**config.mk**
```make
export PLATFORM = sky130hd
export DESIGN_NAME = pmr_register_set
export DESIGN_NICKNAME = d
export VERILOG_FILES = /design/src/verilog/pmr_pkg.sv /design/src/verilog/pmr_register_set.sv
export SDC_FILE = /design/constraint.sdc
export NUM_CORES = 1
export LEC_CHECK = 0
export BUFFER_PORTS_ARGS = -buffer_cell sky130_fd_sc_hd__buf_2
export CAP_MARGIN = 20
export CORE_MARGIN = 2
export CORE_UTILIZATION = 45
export CTS_BUF_LIST = sky130_fd_sc_hd__clkbuf_4 sky130_fd_sc_hd__clkbuf_8 sky130_fd_sc_hd__clkbuf_16
export CTS_CLUSTER_SIZE = 40
export DETAILED_ROUTE_END_ITERATION = 8
export GPL_TIMING_DRIVEN = 0
export PLACE_DENSITY = 0.72
export SYNTH_ARGS = -nofsm -noshare
export SYNTH_HDL_FRONTEND = slang
export SYNTH_SLANG_ARGS = --single-unit
```
**constraint.sdc**
```tcl
create_clock -name mclk -period 6.5 [get_ports mclk]
set_input_delay 0.65 -clock mclk [delete_from_list [all_inputs] [get_ports mclk]]
set_output_delay 0.65 -clock mclk [all_outputs]
set_load 0.005 [all_outputs]
```
**src/verilog/pmr_pkg.sv**
```systemverilog
// Constants for the PHY management register set: map, field positions, resets, frame timing.
// Assumes a single 100 MHz clock and a management master that keeps to the serial frame format.
package pmr_pkg;

  // Register addresses
  localparam logic [4:0] REG_CONTROL     = 5'h00;
  localparam logic [4:0] REG_STATUS      = 5'h01;
  localparam logic [4:0] REG_IDENT_HIGH  = 5'h02;
  localparam logic [4:0] REG_IDENT_LOW   = 5'h03;
  localparam logic [4:0] REG_ADVERTISE   = 5'h04;
  localparam logic [4:0] REG_PARTNER     = 5'h05;
  localparam logic [4:0] REG_CONFIG_ONE  = 5'h10;

  // Control register fields
  localparam int CTL_NEG_ENABLE = 12;
  localparam int CTL_ISOLATE    = 10;
  localparam int CTL_RESTART    = 9;
  localparam int CTL_DUPLEX     = 8;
  localparam int CTL_COLL_TEST  = 7;
  localparam logic CTL_NEG_ENABLE_RESET = 1'b1;
  localparam logic CTL_ISOLATE_RESET    = 1'b1;

  // Status register fields
  localparam logic [15:0] STATUS_FIXED = 16'h7809;
  localparam int ST_COMPLETE     = 5;
  localparam int ST_REMOTE_FAULT = 4;
  localparam int ST_LINK         = 2;
  localparam int ST_JABBER       = 1;

  // Identifier words, values arbitrary
  localparam logic [15:0] IDENT_HIGH_VALUE = 16'h0a5a;
  localparam logic [15:0] IDENT_LOW_VALUE  = 16'h5c31;

  // Advertisement fields
  localparam logic [15:0] ADV_RESET      = 16'h01e1;
  localparam logic [15:0] ADV_WRITE_MASK = 16'ha1e1;
  localparam int ADV_NEXT_PAGE    = 15;
  localparam int ADV_ACK          = 14;
  localparam int ADV_REMOTE_FAULT = 13;

  // Configuration one fields
  localparam logic [15:0] CFG_RESET      = 16'h0022;
  localparam logic [15:0] CFG_WRITE_MASK = 16'he7ff;
  localparam int CFG_LINK_DISABLE   = 15;
  localparam int CFG_TX_DISABLE     = 14;
  localparam int CFG_TX_POWERDOWN   = 13;
  localparam int CFG_SCR_BYPASS     = 10;
  localparam int CFG_UNSCR_DISABLE  = 9;
  localparam int CFG_EQ_DISABLE     = 8;
  localparam int CFG_TYPE_SELECT_A          = 7;
  localparam int CFG_SQUELCH        = 6;
  localparam int CFG_TLVL_LSB       = 2;
  localparam int CFG_EDGE_LSB       = 0;
  localparam logic [1:0] EDGE_MINUS_QUARTER = 2'h3;
  localparam logic [1:0] EDGE_NOMINAL       = 2'h2;
  localparam logic [1:0] EDGE_PLUS_QUARTER  = 2'h1;
  localparam logic [1:0] EDGE_PLUS_HALF     = 2'h0;

  // Management frame
  localparam logic [5:0] PREAMBLE_BITS = 6'h20;
  localparam logic [5:0] HEADER_LAST   = 6'h0b;
  localparam logic [5:0] DATA_LAST     = 6'h0f;
  localparam logic [1:0] OP_READ       = 2'h2;
  localparam logic [1:0] OP_WRITE      = 2'h1;
  localparam logic [4:0] MGMT_ADDRESS  = 5'h00;
  localparam logic [1:0] PIN_IDLE      = 2'h2;

  typedef enum logic [2:0] {
    PMR_PREAMBLE = 3'h0,
    PMR_START    = 3'h1,
    PMR_HEADER   = 3'h3,
    PMR_TURN     = 3'h2,
    PMR_DATA     = 3'h6
  } pmr_state_type;

endpackage : pmr_pkg

```
**src/verilog/pmr_register_set.sv**
```systemverilog
// PHY management register set with its serial management slave.
// Assumes core status inputs are on mclk; mdc and mdio come from outside and are resynchronised.
`timescale 1ns/1ps
module pmr_register_set (
  // Clock and reset
  input  wire logic        mclk,
  input  wire logic        reset_n,
  // Management serial pins
  input  wire logic        mdc,
  input  wire logic        mdio_in,
  output logic             mdio_out,
  output logic             mdio_oe,
  // Core status
  input  wire logic        link_up,
  input  wire logic        remote_fault_seen,
  input  wire logic        jabber_seen,
  input  wire logic        speed_is_100,
  input  wire logic        negotiation_started,
  input  wire logic        negotiation_done,
  input  wire logic        negotiated_full_duplex,
  input  wire logic        partner_word_valid,
  input  wire logic [15:0] partner_word,
  // Control outputs
  output logic             negotiation_enable,
  output logic             negotiation_restart,
  output logic             data_port_isolate,
  output logic             link_full_duplex,
  output logic             collision_test,
  output logic [15:0]      advertise_word,
  output logic             next_page_request,
  output logic             advertised_remote_fault,
  // Configuration outputs
  output logic             link_detect_disable,
  output logic             tp_transmit_disable,
  output logic             tp_transmit_powerdown,
  output logic             scrambler_bypass,
  output logic             unscrambled_idle_disable,
  output logic             equalizer_disable,
  output logic             type_select_a,
  output logic             squelch_level_reduce,
  output logic [3:0]       transmit_level_adjust,
  output logic [1:0]       edge_rate_adjust
);

  logic [1:0]              pin_raw;
  logic [2:0]              pin_sync [0:1];
  logic [1:0]              pin_level;
  logic                    mdc_prev;
  logic                    mdc_rise;
  logic                    mdio_bit;

  pmr_pkg::pmr_state_type  state;
  logic [5:0]              bit_count;
  logic [15:0]             shift_in;
  logic [15:0]             shift_out;
  logic                    is_read;
  logic [4:0]              frame_reg;
  logic [11:0]             header;

  logic                    write_strobe;
  logic [4:0]              write_addr;
  logic [15:0]             write_data;
  logic                    status_read;

  logic                    manual_duplex_select;
  logic                    complete_flag;
  logic                    remote_fault_status;
  logic                    link_latched;
  logic                    jabber_status;
  logic [15:0]             partner_abilities;
  logic [15:0]             negotiation_advertise;
  logic [15:0]             phy_config_one;
  logic                    ack_flag;
  logic                    restart_request;
  logic                    negotiation_complete;

  assign pin_raw   = {mdio_in, mdc};
  assign mdc_rise  = pin_level[0] & ~mdc_prev;
  assign mdio_bit  = pin_level[1];
  assign header    = {shift_in[10:0], mdio_bit};
  assign restart_request = write_strobe && (write_addr == pmr_pkg::REG_CONTROL) &&
                           write_data[pmr_pkg::CTL_RESTART] && write_data[pmr_pkg::CTL_NEG_ENABLE];
  assign negotiation_complete = complete_flag & negotiation_enable;

  // Three stages; a level counts only once the last two agree
  genvar g;
  generate
    for (g = 0; g < 2; g++) begin : g_sync
      always_ff @(posedge mclk or negedge reset_n) begin
        if (!reset_n) begin
          pin_sync[g]  <= {3{pmr_pkg::PIN_IDLE[g]}};
          pin_level[g] <= pmr_pkg::PIN_IDLE[g];
        end else begin
          pin_sync[g] <= {pin_sync[g][1:0], pin_raw[g]};
          if (pin_sync[g][2] == pin_sync[g][1]) begin
            pin_level[g] <= pin_sync[g][2];
          end
        end
      end
    end
  endgenerate

  always_ff @(posedge mclk or negedge reset_n) begin
    if (!reset_n) begin
      mdc_prev <= 1'b0;
    end else begin
      mdc_prev <= pin_level[0];
    end
  end

  function automatic logic [15:0] read_word(input logic [4:0] addr);
    logic [15:0] w;
    w = '0;
    if (addr == pmr_pkg::REG_CONTROL) begin
      w[pmr_pkg::CTL_NEG_ENABLE] = negotiation_enable;
      w[pmr_pkg::CTL_ISOLATE]    = data_port_isolate;
      w[pmr_pkg::CTL_RESTART]    = negotiation_restart & negotiation_enable;
      w[pmr_pkg::CTL_DUPLEX]     = manual_duplex_select;
      w[pmr_pkg::CTL_COLL_TEST]  = collision_test;
    end else if (addr == pmr_pkg::REG_STATUS) begin
      w = pmr_pkg::STATUS_FIXED;
      w[pmr_pkg::ST_COMPLETE]     = negotiation_complete;
      w[pmr_pkg::ST_REMOTE_FAULT] = remote_fault_status;
      w[pmr_pkg::ST_LINK]         = link_latched;
      w[pmr_pkg::ST_JABBER]       = jabber_status & ~speed_is_100;
    end else if (addr == pmr_pkg::REG_IDENT_HIGH) begin
      w = pmr_pkg::IDENT_HIGH_VALUE;
    end else if (addr == pmr_pkg::REG_IDENT_LOW) begin
      w = pmr_pkg::IDENT_LOW_VALUE;
    end else if (addr == pmr_pkg::REG_ADVERTISE) begin
      w = negotiation_advertise;
    end else if (addr == pmr_pkg::REG_PARTNER) begin
      w = partner_abilities;
    end else if (addr == pmr_pkg::REG_CONFIG_ONE) begin
      w = phy_config_one;
    end
    return w;
  endfunction : read_word

  // Serial frame engine; isolation never stops it
  always_ff @(posedge mclk or negedge reset_n) begin
    if (!reset_n) begin
      state        <= pmr_pkg::PMR_PREAMBLE;
      bit_count    <= '0;
      shift_in     <= '0;
      shift_out    <= '0;
      is_read      <= 1'b0;
      frame_reg    <= '0;
      write_strobe <= 1'b0;
      write_addr   <= '0;
      write_data   <= '0;
      status_read  <= 1'b0;
      mdio_out     <= 1'b0;
      mdio_oe      <= 1'b0;
    end else begin
      write_strobe <= 1'b0;
      status_read  <= 1'b0;
      if (mdc_rise) begin
        case (state)
          pmr_pkg::PMR_PREAMBLE: begin
            if (mdio_bit) begin
              if (bit_count != pmr_pkg::PREAMBLE_BITS) begin
                bit_count <= bit_count + 6'h01;
              end
            end else begin
              if (bit_count == pmr_pkg::PREAMBLE_BITS) begin
                state <= pmr_pkg::PMR_START;
              end
              bit_count <= '0;
            end
          end
          pmr_pkg::PMR_START: begin
            bit_count <= '0;
            state     <= mdio_bit ? pmr_pkg::PMR_HEADER : pmr_pkg::PMR_PREAMBLE;
          end
          pmr_pkg::PMR_HEADER: begin
            shift_in  <= {shift_in[14:0], mdio_bit};
            bit_count <= bit_count + 6'h01;
            if (bit_count == pmr_pkg::HEADER_LAST) begin
              bit_count <= '0;
              is_read   <= (header[11:10] == pmr_pkg::OP_READ);
              frame_reg <= header[4:0];
              // Frames for another address or bad opcodes are dropped quietly
              if ((header[9:5] == pmr_pkg::MGMT_ADDRESS) &&
                  ((header[11:10] == pmr_pkg::OP_READ) || (header[11:10] == pmr_pkg::OP_WRITE))) begin
                state <= pmr_pkg::PMR_TURN;
                if (header[11:10] == pmr_pkg::OP_READ) begin
                  shift_out   <= read_word(header[4:0]);
                  status_read <= (header[4:0] == pmr_pkg::REG_STATUS);
                end
              end else begin
                state <= pmr_pkg::PMR_PREAMBLE;
              end
            end
          end
          pmr_pkg::PMR_TURN: begin
            if (bit_count == '0) begin
              bit_count <= 6'h01;
              mdio_out  <= 1'b0;
              mdio_oe   <= is_read;
            end else begin
              bit_count <= '0;
              state     <= pmr_pkg::PMR_DATA;
              mdio_out  <= shift_out[15];
              shift_out <= {shift_out[14:0], 1'b0};
            end
          end
          pmr_pkg::PMR_DATA: begin
            shift_in  <= {shift_in[14:0], mdio_bit};
            bit_count <= bit_count + 6'h01;
            mdio_out  <= shift_out[15];
            shift_out <= {shift_out[14:0], 1'b0};
            if (bit_count == pmr_pkg::DATA_LAST) begin
              bit_count    <= '0;
              state        <= pmr_pkg::PMR_PREAMBLE;
              mdio_oe      <= 1'b0;
              mdio_out     <= 1'b0;
              write_strobe <= ~is_read;
              write_addr   <= frame_reg;
              write_data   <= {shift_in[14:0], mdio_bit};
            end
          end
          default: begin
            state     <= pmr_pkg::PMR_PREAMBLE;
            bit_count <= '0;
          end
        endcase
      end
    end
  end

  // Control register; unlisted bits are not stored
  always_ff @(posedge mclk or negedge reset_n) begin
    if (!reset_n) begin
      negotiation_enable   <= pmr_pkg::CTL_NEG_ENABLE_RESET;
      data_port_isolate    <= pmr_pkg::CTL_ISOLATE_RESET;
      manual_duplex_select <= 1'b0;
      collision_test       <= 1'b0;
    end else if (write_strobe && (write_addr == pmr_pkg::REG_CONTROL)) begin
      negotiation_enable   <= write_data[pmr_pkg::CTL_NEG_ENABLE];
      data_port_isolate    <= write_data[pmr_pkg::CTL_ISOLATE];
      manual_duplex_select <= write_data[pmr_pkg::CTL_DUPLEX];
      collision_test       <= write_data[pmr_pkg::CTL_COLL_TEST];
    end
  end

  // Restart stays up until the core reports negotiation started or negotiation_enable is cleared
  always_ff @(posedge mclk or negedge reset_n) begin
    if (!reset_n) begin
      negotiation_restart <= 1'b0;
    end else if (restart_request) begin
      negotiation_restart <= 1'b1;
    end else if (negotiation_started || !negotiation_enable) begin
      negotiation_restart <= 1'b0;
    end
  end

  // Duplex decision
  always_ff @(posedge mclk or negedge reset_n) begin
    if (!reset_n) begin
      link_full_duplex <= 1'b0;
    end else if (negotiation_enable) begin
      link_full_duplex <= negotiated_full_duplex;
    end else begin
      link_full_duplex <= manual_duplex_select;
    end
  end

  // Completion flag; done wins over a restart in the same cycle
  always_ff @(posedge mclk or negedge reset_n) begin
    if (!reset_n) begin
      complete_flag <= 1'b0;
    end else if (negotiation_done && negotiation_enable) begin
      complete_flag <= 1'b1;
    end else if (restart_request || !negotiation_enable) begin
      complete_flag <= 1'b0;
    end
  end

  // Latched status; a new event beats the read that clears it
  always_ff @(posedge mclk or negedge reset_n) begin
    if (!reset_n) begin
      remote_fault_status <= 1'b0;
      jabber_status       <= 1'b0;
      link_latched        <= 1'b0;
    end else begin
      if (remote_fault_seen) begin
        remote_fault_status <= 1'b1;
      end else if (status_read) begin
        remote_fault_status <= 1'b0;
      end
      if (jabber_seen && !speed_is_100) begin
        jabber_status <= 1'b1;
      end else if (status_read) begin
        jabber_status <= 1'b0;
      end
      if (status_read) begin
        link_latched <= link_up;
      end else begin
        link_latched <= link_latched & link_up;
      end
    end
  end

  // Partner abilities and acknowledge
  always_ff @(posedge mclk or negedge reset_n) begin
    if (!reset_n) begin
      partner_abilities <= '0;
      ack_flag          <= 1'b0;
    end else if (partner_word_valid) begin
      partner_abilities <= partner_word;
      ack_flag          <= 1'b1;
    end else if (restart_request) begin
      ack_flag <= 1'b0;
    end
  end

  // Advertisement; unsupported and reserved bits cannot be set
  always_ff @(posedge mclk or negedge reset_n) begin
    if (!reset_n) begin
      negotiation_advertise <= pmr_pkg::ADV_RESET;
    end else begin
      if (write_strobe && (write_addr == pmr_pkg::REG_ADVERTISE)) begin
        negotiation_advertise <= write_data & pmr_pkg::ADV_WRITE_MASK;
      end else begin
        negotiation_advertise <= negotiation_advertise & pmr_pkg::ADV_WRITE_MASK;
      end
      negotiation_advertise[pmr_pkg::ADV_ACK] <= ack_flag;
    end
  end

  assign advertise_word          = negotiation_advertise;
  assign next_page_request       = negotiation_advertise[pmr_pkg::ADV_NEXT_PAGE];
  assign advertised_remote_fault = negotiation_advertise[pmr_pkg::ADV_REMOTE_FAULT];

  // Configuration one; reserved bits held at zero
  always_ff @(posedge mclk or negedge reset_n) begin
    if (!reset_n) begin
      phy_config_one <= pmr_pkg::CFG_RESET;
    end else if (write_strobe && (write_addr == pmr_pkg::REG_CONFIG_ONE)) begin
      phy_config_one <= write_data & pmr_pkg::CFG_WRITE_MASK;
    end
  end

  assign link_detect_disable      = phy_config_one[pmr_pkg::CFG_LINK_DISABLE];
  assign tp_transmit_disable      = phy_config_one[pmr_pkg::CFG_TX_DISABLE];
  assign tp_transmit_powerdown    = phy_config_one[pmr_pkg::CFG_TX_POWERDOWN];
  assign scrambler_bypass         = phy_config_one[pmr_pkg::CFG_SCR_BYPASS];
  assign unscrambled_idle_disable = phy_config_one[pmr_pkg::CFG_UNSCR_DISABLE];
  assign equalizer_disable        = phy_config_one[pmr_pkg::CFG_EQ_DISABLE];
  assign type_select_a            = phy_config_one[pmr_pkg::CFG_TYPE_SELECT_A];
  assign squelch_level_reduce     = phy_config_one[pmr_pkg::CFG_SQUELCH];
  assign transmit_level_adjust    = phy_config_one[pmr_pkg::CFG_TLVL_LSB +: 4];
  assign edge_rate_adjust         = phy_config_one[pmr_pkg::CFG_EDGE_LSB +: 2];

endmodule : pmr_register_set
```
Yosys cells after proc, flatten, opt, wreduce, memory -nomap -nowiden. Index checks and enable logic that the tools add are counted.

Add/sub/neg operators: 1. Eq/ne operators: 29. Multiplexer cells: 55. Bitwise gates (word level): 8. Reduce and logical (&&, ||, !) cells: 34.

Operator list (number): 2-to-1 mux 16 bit (10); one-hot mux 16 bit (3 select lines) (1); 2-to-1 mux 1 bit (26); 2-to-1 mux 6 bit (4); one-hot mux 6 bit (4 select lines) (1); 2-to-1 mux 3 bit (6); inequality test 2 bit (second input constant) (8); == test 5 x 3 -> 1 bit (second input constant) (3); zero test 5 bit (3); one-hot mux 3 bit (5 select lines) (1); == test 6 x 4 -> 1 bit (second input constant) (2); AND reduction 6 bit (2); nonzero test 2 bit (6); == test 5 x 2 -> 1 bit (second input constant) (2); == test 5 bit (second input constant) (2); logical AND 1 bit (8); 2-to-1 mux 7 bit (1); adder 6 x 1 -> 6 bit (second input constant) (1); == test 3 x 2 -> 1 bit (second input constant) (2); == test 6 bit (second input constant) (1); zero test 6 bit (1); inequality test 6 bit (second input constant) (1); AND reduction 2 bit (3); AND reduction 3 bit (2); other kinds (18) (30).

Bits in registers: 137. Input bits: 28. Output and inout bits: 39. Word-level logic and storage cells: 159.

Logic depth before layout (Yosys ltp). Gate-level depths: netlist of the first run.

Depth in word-level cells: 12. Depth in mapped cells: 8.

Worst setup path after synthesis of the first run. Ideal clock, no wire load.

Path kind: reg2reg. Start point: register shift_in[9]. End point: register shift_out[10]. Setup time: 0.124 ns. Arrival time: 2.226 ns. Required time: 6.376 ns. Setup slack: 4.150 ns. Cell stages (with the launch flop): 9. Path buffers: 1. Cells stage by stage: dfrtp_1 -> inv_1 -> ha_1 -> or3b_2 -> or4_4 -> a21o_1 -> buf_6 -> a2111oi_4 -> nor2_2.

Longest elaborated chain between the ends: 5.

RTL lines: from (decl) (RTL line pmr_register_set.sv:54) `logic [15:0] shift_in;`; from (signal assigned) (RTL line pmr_register_set.sv:177) `shift_in <= {shift_in[14:0], mdio_bit};`; from (signal assigned) (RTL line pmr_register_set.sv:209) `shift_in <= {shift_in[14:0], mdio_bit};`; == test 2 bit or == test 2 x 1 -> 1 bit (tied branches) (RTL line pmr_register_set.sv:185, pmr_register_set.sv:187); logical OR 1 bit (RTL line pmr_register_set.sv:185) `((header[11:10] == pmr_pkg::OP_READ) || (header[11:10] == pmr_pkg::OP_WRITE))) begin`; logical AND 1 bit (RTL line pmr_register_set.sv:184) `if ((header[9:5] == pmr_pkg::MGMT_ADDRESS) &&`; inequality test 2 bit (no line); AND reduction 6 bit (no line) (*); to (signal assigned) (RTL line pmr_register_set.sv:188) `shift_out <= read_word(header[4:0]);`; to (signal assigned) (RTL line pmr_register_set.sv:205) `shift_out <= {shift_out[14:0], 1'b0};`; to (signal assigned) (RTL line pmr_register_set.sv:212) `shift_out <= {shift_out[14:0], 1'b0};`; to (decl) (RTL line pmr_register_set.sv:55) `logic [15:0] shift_out;`.

Every way passes the cells marked *; elsewhere a longest branch is shown, timed or not. A chain may end at the register's enable or synchronous reset.

Final worst setup path of the first run.
Start point: register bit_count[0]. End point: register write_data[13].

Longest elaborated chain between the ends: 2.

RTL lines: from (decl) (RTL line pmr_register_set.sv:53) `logic [5:0] bit_count;`; from (signal assigned) (RTL line pmr_register_set.sv:163) `bit_count <= bit_count + 6'h01;`; from (signal assigned) (RTL line pmr_register_set.sv:178) `bit_count <= bit_count + 6'h01;`; from (signal assigned) (RTL line pmr_register_set.sv:210) `bit_count <= bit_count + 6'h01;`; == test 6 x 4 -> 1 bit (RTL line pmr_register_set.sv:213) `if (bit_count == pmr_pkg::DATA_LAST) begin`; AND reduction 3 bit (no line); to (signal assigned) (RTL line pmr_register_set.sv:220) `write_data <= {shift_in[14:0], mdio_bit};`; to (decl) (RTL line pmr_register_set.sv:62) `logic [15:0] write_data;`.

Every way passes these cells.

==> results of run 1 <==
[cell usage after synthesis, types with 4 or more instances]
master and count:
buf_2 5, nand2_1 38, a22o_1 4, buf_4 11, nor2_1 35, and3_1 4, dfstp_2 13, o22ai_1 5
a31oi_1 7, clkbuf_1 20, o2bb2ai_1 4, o31ai_1 5, a21oi_1 19, a22oi_1 4, o21ai_0 31, a21o_1 4
mux2_2 79, nor2b_1 12, dfrtp_1 115, nand4_1 5, inv_1 14, nand2b_1 5, nor3_1 4, nand3_1 11
[path summary, 6_finish.rpt]
| path | end | slack (ps) | cells after the start |
|---|---|---|---|
| max | write_data[13]$_DFFE_PN0P_ | 3860 | 7 |
| min in group mclk | pin_sync[0]$_DFF_PN1_ | 330 | 1 |
| min | phy_config_one[14]$_DFFE_PN0P_ | 150 | 1 |
| max reg2reg | write_data[13]$_DFFE_PN0P_ | 3860 | 7 |
| min reg2reg | pin_sync[4]$_DFF_PN0_ | 350 | 0 |
| max in group asynchronous | data_port_isolate$_DFFE_PN1N_ | 5590 | 2 |
[cell type report]
class / count / area (um^2) / area share, %
clock buffer: 21 / 474 / 6.66
sequential: 128 / 3220 / 45.2
tap: 172 / 215 / 3.02
clock inverter: 11 / 155 / 2.18
inverter: 15 / 56.3 / 0.791
buffer: 41 / 216 / 3.04
multi-input combinational: 344 / 2460 / 34.6
timing repair buffer: 58 / 319 / 4.48
[layer usage]
metal | vias to the layer above | track usage [%] | share of wire, %
li1 | 2030 | - | -
met1 | 2215 | 29.2 | 44
met2 | 163 | 34.3 | 48
met3 | 28 | 6.18 | 6.8
met4 | 0 | 7.96 | 1.8
met5 | - | 0 | 0
[report_power, final]
group / switching, mW / total (mW) / internal, mW
logic: 0.0796 / 0.132 / 0.0528
clock network: 0.351 / 0.990 / 0.640
registers: 0.0150 / 0.835 / 0.820
total: 0.446 / 1.96 / 1.51
[worst reg2reg max path: stages (launching register included)]
cell and delay (ps):
dfrtp_1 410, ha_1 270, and4bb_2 270, nand2_1 90, or3_1 100, clkbuf_1 380, clkbuf_1 590, mux2_2 420
[cells by family after synthesis]
group           share of synthesized area, %
buf+inv                                 4.60
compound gates                          12.4
simple gates                            12.3
mux                                     15.2
xor+xnor                               0.148
flops                                   54.3
other cells                           0.0632
fa+ha+maj                              0.971
[metrics by stage]
step | utilization [%] | std cells | worst slack (ps) | instance area [um^2] | power [mW]
2_1_floorplan | - | 528 | 4150 | 5960 | 0.928
3_3_place_gp | 50.8 | 757 | 3220 | 6460 | 0.973
3_5_place_dp | 51.0 | 758 | 3830 | 6490 | 0.981
4_1_cts | 56.0 | 790 | 3800 | 7120 | 1.98
5_1_grt | 56.0 | 790 | 3680 | 7120 | 2.03
6_report | 56.0 | 790 | 3860 | 7120 | 1.96
==> impl_table.tex, run 1 <==
\begin{tabular}{lr}
\hline
Metric & Value \\
\hline
\multicolumn{2}{l}{\textbf{Status}} \\
\quad Result of the run & complete, no violations \\
\multicolumn{2}{l}{\textbf{Finish}} \\
\quad Most frequent cells in the layout & dfrtp\_1 (115), mux2\_2 (79), buf\_2 (61) \\
\quad Most common cell after layout, fill and taps aside & dfrtp\_1 \\
\quad Fraction of layout instances using a drive strength above 1 & 34.3\% \\
\quad Final-layout fill cell count & 1101 \\
\quad Layout net count & 636 \\
\quad Biggest registers after layout & partner\_abilities x16, shift\_out x16 \\
\quad Area growth, synth to finish & 20.1\% \\
\quad Antenna cells & 0 \\
\multicolumn{2}{l}{\textbf{Global routing}} \\
\quad Total Routing Usage GR & 21.9\% \\
\quad Number of antenna violations at the first check in global routing & 0 \\
\quad Maximum number of pins on one net before global-route repair & 81 \\
\quad Overflow left after global routing & 0 \\
\quad Number of global-route vias before repair & 4483 \\
\quad First-pass GRT wire length & 23800 um \\
\multicolumn{2}{l}{\textbf{STA}} \\
\quad Clock Skews & 8.96 ps \\
\quad Slew Limit Fails & 0 \\
\quad Shortest period the worst path allows & 2640 ps \\
\quad Finish-stage setup viols & 0 \\
\quad Final critical-path share of the clock period & 40.6\% \\
\quad Worst Max-Slew Pin Slew & 816 ps \\
\quad Sum of negative setup slack & 0 ps \\
\quad Unrepaired setup endpoints after global routing & no \\
\quad Max-slew headroom & 45.3\% \\
\quad Hold WS & 154 ps \\
\quad Endpoints failing hold & 0 \\
\quad Highest attainable clock frequency & 379 MHz \\
\multicolumn{2}{l}{\textbf{Floorplanning}} \\
\quad Placeable Area & 0.0127 mm\^{}2 \\
\quad Row count & 41 \\
\quad Horiz. Die Dim & 119 um \\
\quad Die Y & 119 um \\
\quad Initial Util & 46.6\% \\
\quad Number of ports placed on the die boundary & 67 \\
\quad Die outline area & 0.0141 mm\^{}2 \\
\multicolumn{2}{l}{\textbf{Clock network}} \\
\quad Number of clock sinks & 128 \\
\quad Source-to-sink clock delay at the later pin of the worst-skew pair & 430 ps \\
\quad CTS Root Buffer Type & clkbuf\_16 \\
\quad Post-CTS repair timing setup buffer count & 0 \\
\quad Post-CTS Resized & 0 \\
\quad Clock buffers created by TritonCTS & 17 \\
\quad H-Tree Level Count & 4 \\
\quad CTS hold repair buffers & 0 \\
\quad TritonCTS clock tree & yes \\
\quad CTS Buffer Depth & 2 \\
\quad Clock slew seen by the registers of the worst setup and hold paths & 60 ps \\
\multicolumn{2}{l}{\textbf{Synthesis}} \\
\quad Post-synth top flop & dfrtp\_1 \\
\quad Number of flops mapped to enable cells by yosys & 0 \\
\quad Count of yosys warnings during synthesis & 0 \\
\quad Syn Area/Cell & 11.4 um\^{}2 \\
\quad Post-synthesis cell type with the largest combined area & dfrtp\_1 \\
\quad Mapped Cells & 521 \\
\quad Main area contributors after synthesis & dfrtp\_1 (49\%), mux2\_2 (15\%), dfstp\_2 (5.8\%), o21ai\_0 (2.6\%), nand2\_1 (2.4\%) \\
\quad Netlist Area Pre-Place & 0.00593 mm\^{}2 \\
\quad Post-synth top area share & 48.5\% \\
\quad Share of async-settable or async-resettable flops after synthesis & 100\% \\
\quad Flip-flop and latch count after synthesis & 128 \\
\quad Sequential-to-total area share from yosys stat & 54.3\% \\
\quad Library cells used by synthesis & 67 \\
\multicolumn{2}{l}{\textbf{Worst setup path}} \\
\quad Largest driver fanout on the critical path & 10 \\
\quad Most prevalent standard cell on the critical path & clkbuf\_1 \\
\quad Worst R2R Start & bit\_count[0]\$\_DFFE\_PN0P\_ \\
\quad Crit. Startpoint & bit\_count[0]\$\_DFFE\_PN0P\_ \\
\quad Buffers plus inverters on the worst setup path & 2 \\
\quad Element type at the critical path end & flip-flop \\
\quad Worst endpoint data arrival time & 2940 ps \\
\quad Endpoint required time on the critical path & 6800 ps \\
\quad Type of the worst setup path & reg2reg \\
\quad Cell class contributing the biggest share of worst-path delay & buffers and inverters \\
\quad Standard cell with the maximum stage delay on the critical path & clkbuf\_1 \\
\quad Worst path max stage delay & 580 ps \\
\quad Ordered list of cells on the worst path & ha\_1 > and4bb\_2 > nand2\_1 > or3\_1 > clkbuf\_1 > clkbuf\_1 > mux2\_2 \\
\quad Startpoint type of the worst setup path & flip-flop \\
\multicolumn{2}{l}{\textbf{Flow run}} \\
\quad Max-capacitance violation count & 0 \\
\multicolumn{2}{l}{\textbf{Power}} \\
\quad Pwr Density & 275 mW/mm\^{}2 \\
\quad VDD IR max & 0.000246 V \\
\quad Leakage component of the power & 3.34 nW \\
\multicolumn{2}{l}{\textbf{Placement}} \\
\quad Input/output buffers & 57 \\
\quad Placer Congestion & 0.935 \\
\quad Detailed placement HPWL & 10200 um \\
\multicolumn{2}{l}{\textbf{Routing}} \\
\quad DR pass1 iterations & 5 \\
\quad Number of nets with antenna violations after routing & 0 \\
\quad Total number of vias & 4436 \\
\quad Drt initial violations & 328 \\
\quad DRC violation count after routing & 0 \\
\quad Routed WL & 14400 um \\
\quad Number of vias per cell after detailed routing & 5.62 \\
\quad Routed WL per cell & 18.3 um \\
\multicolumn{2}{l}{\textbf{Hold path}} \\
\quad Path type of the worst min-delay path & in2async \\
\hline
\end{tabular}
Note: power is estimated with default switching activity, not from simulation.
==> run 2: changes to the inputs <==
- PLACE_DENSITY: 0.72 -> 0.74
- clock period: 6.5 -> 2.4 ns (I/O delays scaled with it)
==> run 2 against run 1 <==
- fmax rose by 14%
- count of clock-buffer cells in the layout rose by 1
- die area did not move
- critical endpoint is now shift_out[5]$_DFFE_PN0P_
- critical path depth fell by 1
- via count rose by 3.4%
- power rose to 2.6 times the previous value
- clock power rose by 150%
- combinational power rose to 2.9 times the previous value
- register-to-register slack got worse by 3800 ps
- final cell count rose by 1.5%
- clock skew barely moved
==> impl_table.tex, run 2 (synthesis gave the netlist of run 1 again) <==
\begin{tabular}{lr}
\hline
Metric & Value \\
\hline
\multicolumn{2}{l}{\textbf{Global routing}} \\
\quad Total Routing Usage GR & 22.0\% (was 21.9\%) \\
\quad GR peak layer & met2 (unchanged) \\
\quad Fraction of met2 tracks used by global routing & 34.4\% (was 34.3\%) \\
\quad Number of global-route vias before repair & 4646 (was 4483) \\
\quad Number of antenna violations at the first check in global routing & 0 (unchanged) \\
\quad Overflow left after global routing & 0 (unchanged) \\
\quad Met1 usage in global routing & 28.4\% (was 29.2\%) \\
\quad First-pass GRT wire length & 24100 um (was 23800 um) \\
\quad GR met3 Demand/Resource & 7.34\% (was 6.18\%) \\
\quad Maximum number of pins on one net before global-route repair & 106 (was 81) \\
\multicolumn{2}{l}{\textbf{Power}} \\
\quad Leakage component of the power & 3.41 nW (was 3.34 nW) \\
\quad Pwr Density & 701 mW/mm\^{}2 (was 275 mW/mm\^{}2) \\
\quad VDD IR max & 0.000611 V (was 0.000246 V) \\
\multicolumn{2}{l}{\textbf{STA}} \\
\quad Finish-stage setup viols & 0 (unchanged) \\
\quad Shortest period the worst path allows & 2320 ps (was 2640 ps) \\
\quad Clock Skews & 9.26 ps (was 8.96 ps) \\
\quad Unrepaired setup endpoints after global routing & yes (was no) \\
\quad Highest attainable clock frequency & 432 MHz (was 379 MHz) \\
\quad Final setup margin & 84.0 ps (was 3860 ps) \\
\quad Endpoints failing hold & 0 (unchanged) \\
\quad Slew Limit Fails & 0 (unchanged) \\
\quad Worst Max-Slew Pin Slew & 613 ps (was 816 ps) \\
\quad Max-slew headroom & 59.1\% (was 45.3\%) \\
\quad Final critical-path share of the clock period & 96.5\% (was 40.6\%) \\
\multicolumn{2}{l}{\textbf{Worst setup path}} \\
\quad Worst R2R Start & shift\_in[5]\$\_DFFE\_PN0P\_ (was bit\_count[0]\$\_DFFE\_PN0P\_) \\
\quad Worst path max stage delay & 590 ps (was 580 ps) \\
\quad Ordered list of cells on the worst path & or4\_4 > or4\_4 > a21o\_1 > buf\_6 > and2\_0 > a31o\_1 (was ha\_1 > and4bb\_2 > nand2\_1 > or3\_1 > clkbuf\_1 > clkbuf\_1 > mux2\_2) \\
\quad Endpoint required time on the critical path & 2710 ps (was 6800 ps) \\
\quad Number of cells on the worst reg-to-reg path & 6 (was 7) \\
\quad Element type at the critical path end & flip-flop (unchanged) \\
\quad Largest driver fanout on the critical path & 10 (unchanged) \\
\quad Standard cell with the maximum stage delay on the critical path & or4\_4 (was clkbuf\_1) \\
\quad Setup slack of the most critical reg-to-reg path & 80 ps (was 3860 ps) \\
\quad Startpoint type of the worst setup path & flip-flop (unchanged) \\
\quad Destination of the worst register-to-register timing path & shift\_out[5]\$\_DFFE\_PN0P\_ (was write\_data[13]\$\_DFFE\_PN0P\_) \\
\quad Type of the worst setup path & reg2reg (unchanged) \\
\quad Most prevalent standard cell on the critical path & or4\_4 (was clkbuf\_1) \\
\quad Worst endpoint data arrival time & 2630 ps (was 2940 ps) \\
\multicolumn{2}{l}{\textbf{Finish}} \\
\quad Most frequent cells in the layout & dfrtp\_1 (115), mux2\_2 (79), buf\_2 (61) (unchanged) \\
\quad Most common cell after layout, fill and taps aside & dfrtp\_1 (unchanged) \\
\quad Final standard cell area without fillers & 0.00724 mm\^{}2 (was 0.00712 mm\^{}2) \\
\quad Sequential cell area & 0.00322 mm\^{}2 (unchanged) \\
\quad Total area of multi-input combinational cells & 0.00252 mm\^{}2 (was 0.00246 mm\^{}2) \\
\quad Antenna cells & 0 (unchanged) \\
\quad Biggest registers after layout & partner\_abilities x16, shift\_out x16 (unchanged) \\
\quad Final-layout fill cell count & 1130 (was 1101) \\
\quad Layout Utilization & 56.9\% (was 56.0\%) \\
\quad Area growth, synth to finish & 22.1\% (was 20.1\%) \\
\quad Layout net count & 648 (was 636) \\
\quad Fraction of layout instances using a drive strength above 1 & 37.5\% (was 34.3\%) \\
\multicolumn{2}{l}{\textbf{Clock network}} \\
\quad TritonCTS clock tree & yes (unchanged) \\
\quad H-Tree Level Count & 4 (unchanged) \\
\quad Source-to-sink clock delay at the later pin of the worst-skew pair & 420 ps (was 430 ps) \\
\quad CTS Buffer Depth & 2 (unchanged) \\
\quad Number of clock sinks & 128 (unchanged) \\
\quad Clock buffers created by TritonCTS & 17 (unchanged) \\
\quad CTS Root Buffer Type & clkbuf\_16 (unchanged) \\
\quad Clock slew seen by the registers of the worst setup and hold paths & 60 ps (about the same) \\
\multicolumn{2}{l}{\textbf{Flow run}} \\
\quad Max-capacitance violation count & 0 (unchanged) \\
\multicolumn{2}{l}{\textbf{Hold path}} \\
\quad Worst min-delay path endpoint & jabber\_status\$\_DFFE\_PN0P\_ \\
\quad Path type of the worst min-delay path & in2reg (was in2async) \\
\quad Startpoint of the tightest hold check path & speed\_is\_100 \\
\quad Worst hold path stage count & 2 \\
\multicolumn{2}{l}{\textbf{Floorplanning}} \\
\quad Row count & 41 (unchanged) \\
\quad Placeable Area & 0.0127 mm\^{}2 (unchanged) \\
\quad Die outline area & 0.0141 mm\^{}2 (unchanged) \\
\quad Horiz. Die Dim & 119 um (unchanged) \\
\quad Initial Util & 46.6\% (unchanged) \\
\quad Die Y & 119 um (unchanged) \\
\quad Number of ports placed on the die boundary & 67 (unchanged) \\
\multicolumn{2}{l}{\textbf{Placement}} \\
\quad Input/output buffers & 57 (unchanged) \\
\quad Detailed placement HPWL & 10200 um (about the same) \\
\quad Placed Area & 0.00649 mm\^{}2 (unchanged) \\
\quad Placer Congestion & 0.926 (was 0.935) \\
\quad Post-Place Worst Slack & -285 ps (was 3830 ps) \\
\multicolumn{2}{l}{\textbf{Routing}} \\
\quad DRC violation count after routing & 0 (unchanged) \\
\quad Routed WL & 14900 um (was 14400 um) \\
\quad DR pass1 iterations & 6 (was 5) \\
\quad Routed WL per cell & 18.6 um (was 18.3 um) \\
\quad Total number of vias & 4588 (was 4436) \\
\quad Number of vias per cell after detailed routing & 5.72 (was 5.62) \\
\quad Number of nets with antenna violations after routing & 0 (unchanged) \\
\quad Drt initial violations & 395 (was 328) \\
\multicolumn{2}{l}{\textbf{Status}} \\
\quad Result of the run & complete, no violations (unchanged) \\
\hline
\end{tabular}
## run 2: layout make-up
type | instances | area share [%]
flip-flops and latches | 128 | 44.5
multi-input cells | 344 | 34.8
clock buffers | 22 | 6.48
repair buffers | 71 | 6.07
plain buffers | 40 | 3.13
well taps | 172 | 2.97
clock inverters | 10 | 1.26
inverters | 15 | 0.830
## run 2: critical path: cells and delay by family (launching register included)
kind | cells | cell delay, ps
buf+inv | 1 | 140
compound gates | 2 | 390
flops | 1 | 410
simple gates | 3 | 1270
## run 2: routing by layer
| metal | vias to the layer above | wire length [um] |
|---|---|---|
| li1 | 2062 | - |
| met1 | 2297 | 6420 |
| met2 | 200 | 7110 |
| met3 | 29 | 1120 |
| met4 | 0 | 281 |
| met5 | - | 0 |
## run 2: repair_timing
action	CTS	global route
buffers inserted	3	6
endpoints found under the hold margin	26	0
hold buffers	4	0
pin swaps	2	1
gates resized for setup	10	13
setup endpoints to repair	41	28
## run 2: worst max path at each step
stage,start,end,cells after the start
after floorplan,shift_in[9]$_DFFE_PN0P_,shift_out[10]$_DFFE_PN0P_,8
after global placement,reset_n,pin_sync[4]$_DFF_PN0_,1
after detailed placement,bit_count[0]$_DFFE_PN0P_,write_addr[0]$_DFFE_PN0P_,7
after CTS,shift_in[2]$_DFFE_PN0P_,shift_out[8]$_DFFE_PN0P_,7
after global routing,pin_level[0]$_DFFE_PN0N_,status_read$_DFF_PN0_,6
final,shift_in[5]$_DFFE_PN0P_,shift_out[5]$_DFFE_PN0P_,6
## run 2: through the flow
step	total power [mW]	cells	hold WS, ps	TNS [ps]
after CTS	5.08	796	1.30	0
after global routing	5.24	802	9.59	-2.11
final	5.07	802	13.8	0
after floorplan	2.51	528	-55.6	0
after global placement	2.64	757	339	-54760
after detailed placement	2.66	758	108	-4890
## run 2: power breakdown
group / switching, mW / internal [mW] / leakage (nW)
logic: 0.226 / 0.153 / 1.47
clock network: 0.943 / 1.49 / 0.266
registers: 0.0419 / 2.22 / 1.67
total: 1.21 / 3.86 / 3.41
==> run 3: changes to the inputs <==
- PLACE_DENSITY: 0.74 -> 0.72
- clock period: 2.4 -> 2.2 ns (I/O delays scaled with it)
==> run 3 against run 2 <==
- the run now ends with negative setup slack left
- sequential cell count did not move
- combinational power increased by 12%
- global-route usage up 0.23 points
- first-iteration DRC count grew 2.0%
- final cell count is 0.62% higher
- cell area rose by 3.2%
- utilization up 1.8 points
- hold slack worse by 4.7 ps
- register-to-register slack worse by 180 ps
- critical path type unchanged
==> impl_table.tex, run 3 (synthesis gave the netlist of run 1 again) <==
\begin{tabular}{lr}
\hline
Metric & Value \\
\hline
\multicolumn{2}{l}{\textbf{Status}} \\
\quad Result of the run & complete, but fails checks (was complete, no violations) \\
\quad Violated checks & negative setup slack \\
\multicolumn{2}{l}{\textbf{Worst setup path}} \\
\quad Worst endpoint data arrival time & 2600 ps (was 2630 ps) \\
\quad Largest driver fanout on the critical path & 5 (was 10) \\
\quad Endpoint required time on the critical path & 2510 ps (was 2710 ps) \\
\quad Setup slack of the most critical reg-to-reg path & -90 ps (was 80 ps) \\
\quad Element type at the critical path end & flip-flop (unchanged) \\
\quad Startpoint type of the worst setup path & flip-flop (unchanged) \\
\quad Type of the worst setup path & reg2reg (unchanged) \\
\multicolumn{2}{l}{\textbf{Power}} \\
\quad Share of power burned in the clock network & 50.2\% (was 47.9\%) \\
\quad Leakage component of the power & 3.51 nW (was 3.41 nW) \\
\quad VDD IR max & 0.000604 V (was 0.000611 V) \\
\quad Power spent charging and discharging nets & 1.35 mW (was 1.21 mW) \\
\quad Net Sw Frac & 23.3\% (was 23.9\%) \\
\quad Internal power & 4.45 mW (was 3.86 mW) \\
\quad Sequential fraction of design power & 42.5\% (was 44.6\%) \\
\quad Logic gate share of total power & 7.3\% (was 7.5\%) \\
\quad Pwr Density & 777 mW/mm\^{}2 (was 701 mW/mm\^{}2) \\
\multicolumn{2}{l}{\textbf{Floorplanning}} \\
\quad Initial Util & 46.6\% (unchanged) \\
\quad Placeable Area & 0.0127 mm\^{}2 (unchanged) \\
\quad Row count & 41 (unchanged) \\
\quad Number of ports placed on the die boundary & 67 (unchanged) \\
\quad Horiz. Die Dim & 119 um (unchanged) \\
\quad Die outline area & 0.0141 mm\^{}2 (unchanged) \\
\quad Die Y & 119 um (unchanged) \\
\multicolumn{2}{l}{\textbf{STA}} \\
\quad Endpoints failing hold & 0 (unchanged) \\
\quad Shortest period the worst path allows & 2290 ps (was 2320 ps) \\
\quad Clock Skews & 7.81 ps (was 9.26 ps) \\
\quad Slew Limit Fails & 0 (unchanged) \\
\quad Finish-stage setup viols & 6 (was 0) \\
\quad Highest attainable clock frequency & 436 MHz (was 432 MHz) \\
\quad Final setup margin & -91.4 ps (was 84.0 ps) \\
\quad Final critical-path share of the clock period & 104\% (was 96.5\%) \\
\quad Worst Max-Slew Pin Slew & 586 ps (was 613 ps) \\
\quad Max-slew headroom & 60.8\% (was 59.1\%) \\
\quad Unrepaired setup endpoints after global routing & yes (unchanged) \\
\multicolumn{2}{l}{\textbf{Clock network}} \\
\quad H-Tree Level Count & 4 (unchanged) \\
\quad CTS Root Buffer Type & clkbuf\_16 (unchanged) \\
\quad Clock slew seen by the registers of the worst setup and hold paths & 60 ps (about the same) \\
\quad CTS Buffer Depth & 2 (unchanged) \\
\quad Clock buffers created by TritonCTS & 17 (unchanged) \\
\quad Source-to-sink clock delay at the later pin of the worst-skew pair & 420 ps (about the same) \\
\quad TritonCTS clock tree & yes (unchanged) \\
\quad Number of clock sinks & 128 (unchanged) \\
\multicolumn{2}{l}{\textbf{Routing}} \\
\quad DR pass1 iterations & 5 (was 6) \\
\quad Routed WL & 15000 um (was 14900 um) \\
\quad Routed WL per cell & 18.6 um (about the same) \\
\quad Number of vias per cell after detailed routing & 5.69 (was 5.72) \\
\quad DRC violation count after routing & 0 (unchanged) \\
\quad Number of nets with antenna violations after routing & 0 (unchanged) \\
\quad Total number of vias & 4588 (unchanged) \\
\quad Drt initial violations & 403 (was 395) \\
\multicolumn{2}{l}{\textbf{Finish}} \\
\quad Antenna cells & 0 (unchanged) \\
\quad Fraction of layout instances using a drive strength above 1 & 41.1\% (was 37.5\%) \\
\quad Most frequent cells in the layout & dfrtp\_1 (114), mux2\_2 (76), buf\_2 (64) (was dfrtp\_1 (115), mux2\_2 (79), buf\_2 (61)) \\
\quad Biggest registers after layout & partner\_abilities x16, shift\_out x16 (unchanged) \\
\quad Final-layout fill cell count & 1072 (was 1130) \\
\quad Area growth, synth to finish & 26.0\% (was 22.1\%) \\
\quad Most common cell after layout, fill and taps aside & dfrtp\_1 (unchanged) \\
\quad Filler-free cell count of the finished design & 807 (was 802) \\
\quad Layout net count & 653 (was 648) \\
\quad Layout Utilization & 58.8\% (was 56.9\%) \\
\multicolumn{2}{l}{\textbf{Hold path}} \\
\quad Path type of the worst min-delay path & in2reg (unchanged) \\
\multicolumn{2}{l}{\textbf{Placement}} \\
\quad Detailed placement HPWL & 10200 um (about the same) \\
\quad Input/output buffers & 57 (unchanged) \\
\quad DP Cell Count & 758 (unchanged) \\
\quad Placer Congestion & 0.945 (was 0.926) \\
\multicolumn{2}{l}{\textbf{Global routing}} \\
\quad Total Routing Usage GR & 22.2\% (was 22.0\%) \\
\quad Overflow left after global routing & 0 (unchanged) \\
\quad First-pass GRT wire length & 24300 um (was 24100 um) \\
\quad Maximum number of pins on one net before global-route repair & 86 (was 106) \\
\quad Number of antenna violations at the first check in global routing & 0 (unchanged) \\
\quad Number of global-route vias before repair & 4654 (was 4646) \\
\multicolumn{2}{l}{\textbf{Flow run}} \\
\quad Max-capacitance violation count & 0 (unchanged) \\
\hline
\end{tabular}
run 3: power groups by stage:
stage | clock [mW] | combinational [mW] | sequential [mW]
after floorplan | 0 | 0.251 | 2.49
after global placement | 0 | 0.372 | 2.50
after detailed placement | 0 | 0.389 | 2.51
after CTS | 2.94 | 0.411 | 2.47
after global routing | 3.05 | 0.471 | 2.47
final | 2.91 | 0.426 | 2.47
run 3: through the flow:
stage	TNS (ps)	cell area (um^2)	power [mW]	setup slack, ps	hold WS [ps]
final	-329	7470	5.81	-91.4	9.01
after global routing	-999	7470	5.99	-134	25.1
after CTS	-182	7360	5.81	-58.9	3.33
after detailed placement	-14470	6500	2.89	-489	164
after global placement	-84240	6460	2.87	-640	328
after floorplan	-248	5960	2.74	-67.1	-75.6
run 3: cell type report:
class | count | area [um^2] | area share, %
Timing Repair Buffer | 76 | 508 | 6.80
Inverter | 15 | 61.3 | 0.820
Sequential cell | 128 | 3220 | 43.1
Clock buffer | 20 | 460 | 6.16
Tap cell | 172 | 215 | 2.88
Buffer | 40 | 238 | 3.18
Multi-Input combinational cell | 344 | 2610 | 35.0
Clock inverter | 12 | 159 | 2.13
run 3: what timing repair did:
action                     4_1_cts  5_1_grt
setup buffers                   10        0
pin swaps                        4        4
hold buffers                     6        0
setup endpoints to repair       67       50
hold endpoints to repair        42        0
gates resized for setup         26       33
cloned                           1        1
run 3: per-layer routing:
layer	routed length (um)	part of all wire, %	global-route usage [%]
met1	6320	42	29.5
met2	7300	49	34.9
met3	1040	7.0	6.18
met4	338	2.3	8.11
met5	0	0	0
run 3: critical path, cell delays in order, from the launching register on:
cell and delay [ps]:
dfrtp_1 410, ha_4 260, or3b_4 380, or4_4 450, a21o_1 220, buf_6 150
and2_4 130, a31o_1 180
run 3: final timing paths:
| path | startpoint | end | cells after the start |
|---|---|---|---|
| worst max-delay path | shift_in[10]$_DFFE_PN0P_ | shift_out[5]$_DFFE_PN0P_ | 7 |
| worst min-delay path | link_up | link_latched$_DFF_PN0_ | 2 |
| worst max register to register | shift_in[10]$_DFFE_PN0P_ | shift_out[5]$_DFFE_PN0P_ | 7 |
| worst min register to register | pin_sync[3]$_DFF_PN0_ | pin_sync[4]$_DFF_PN0_ | 0 |
| max in group asynchronous | reset_n | shift_out[10]$_DFFE_PN0P_ | 3 |
| min in group asynchronous | reset_n | phy_config_one[13]$_DFFE_PN0P_ | 2 |
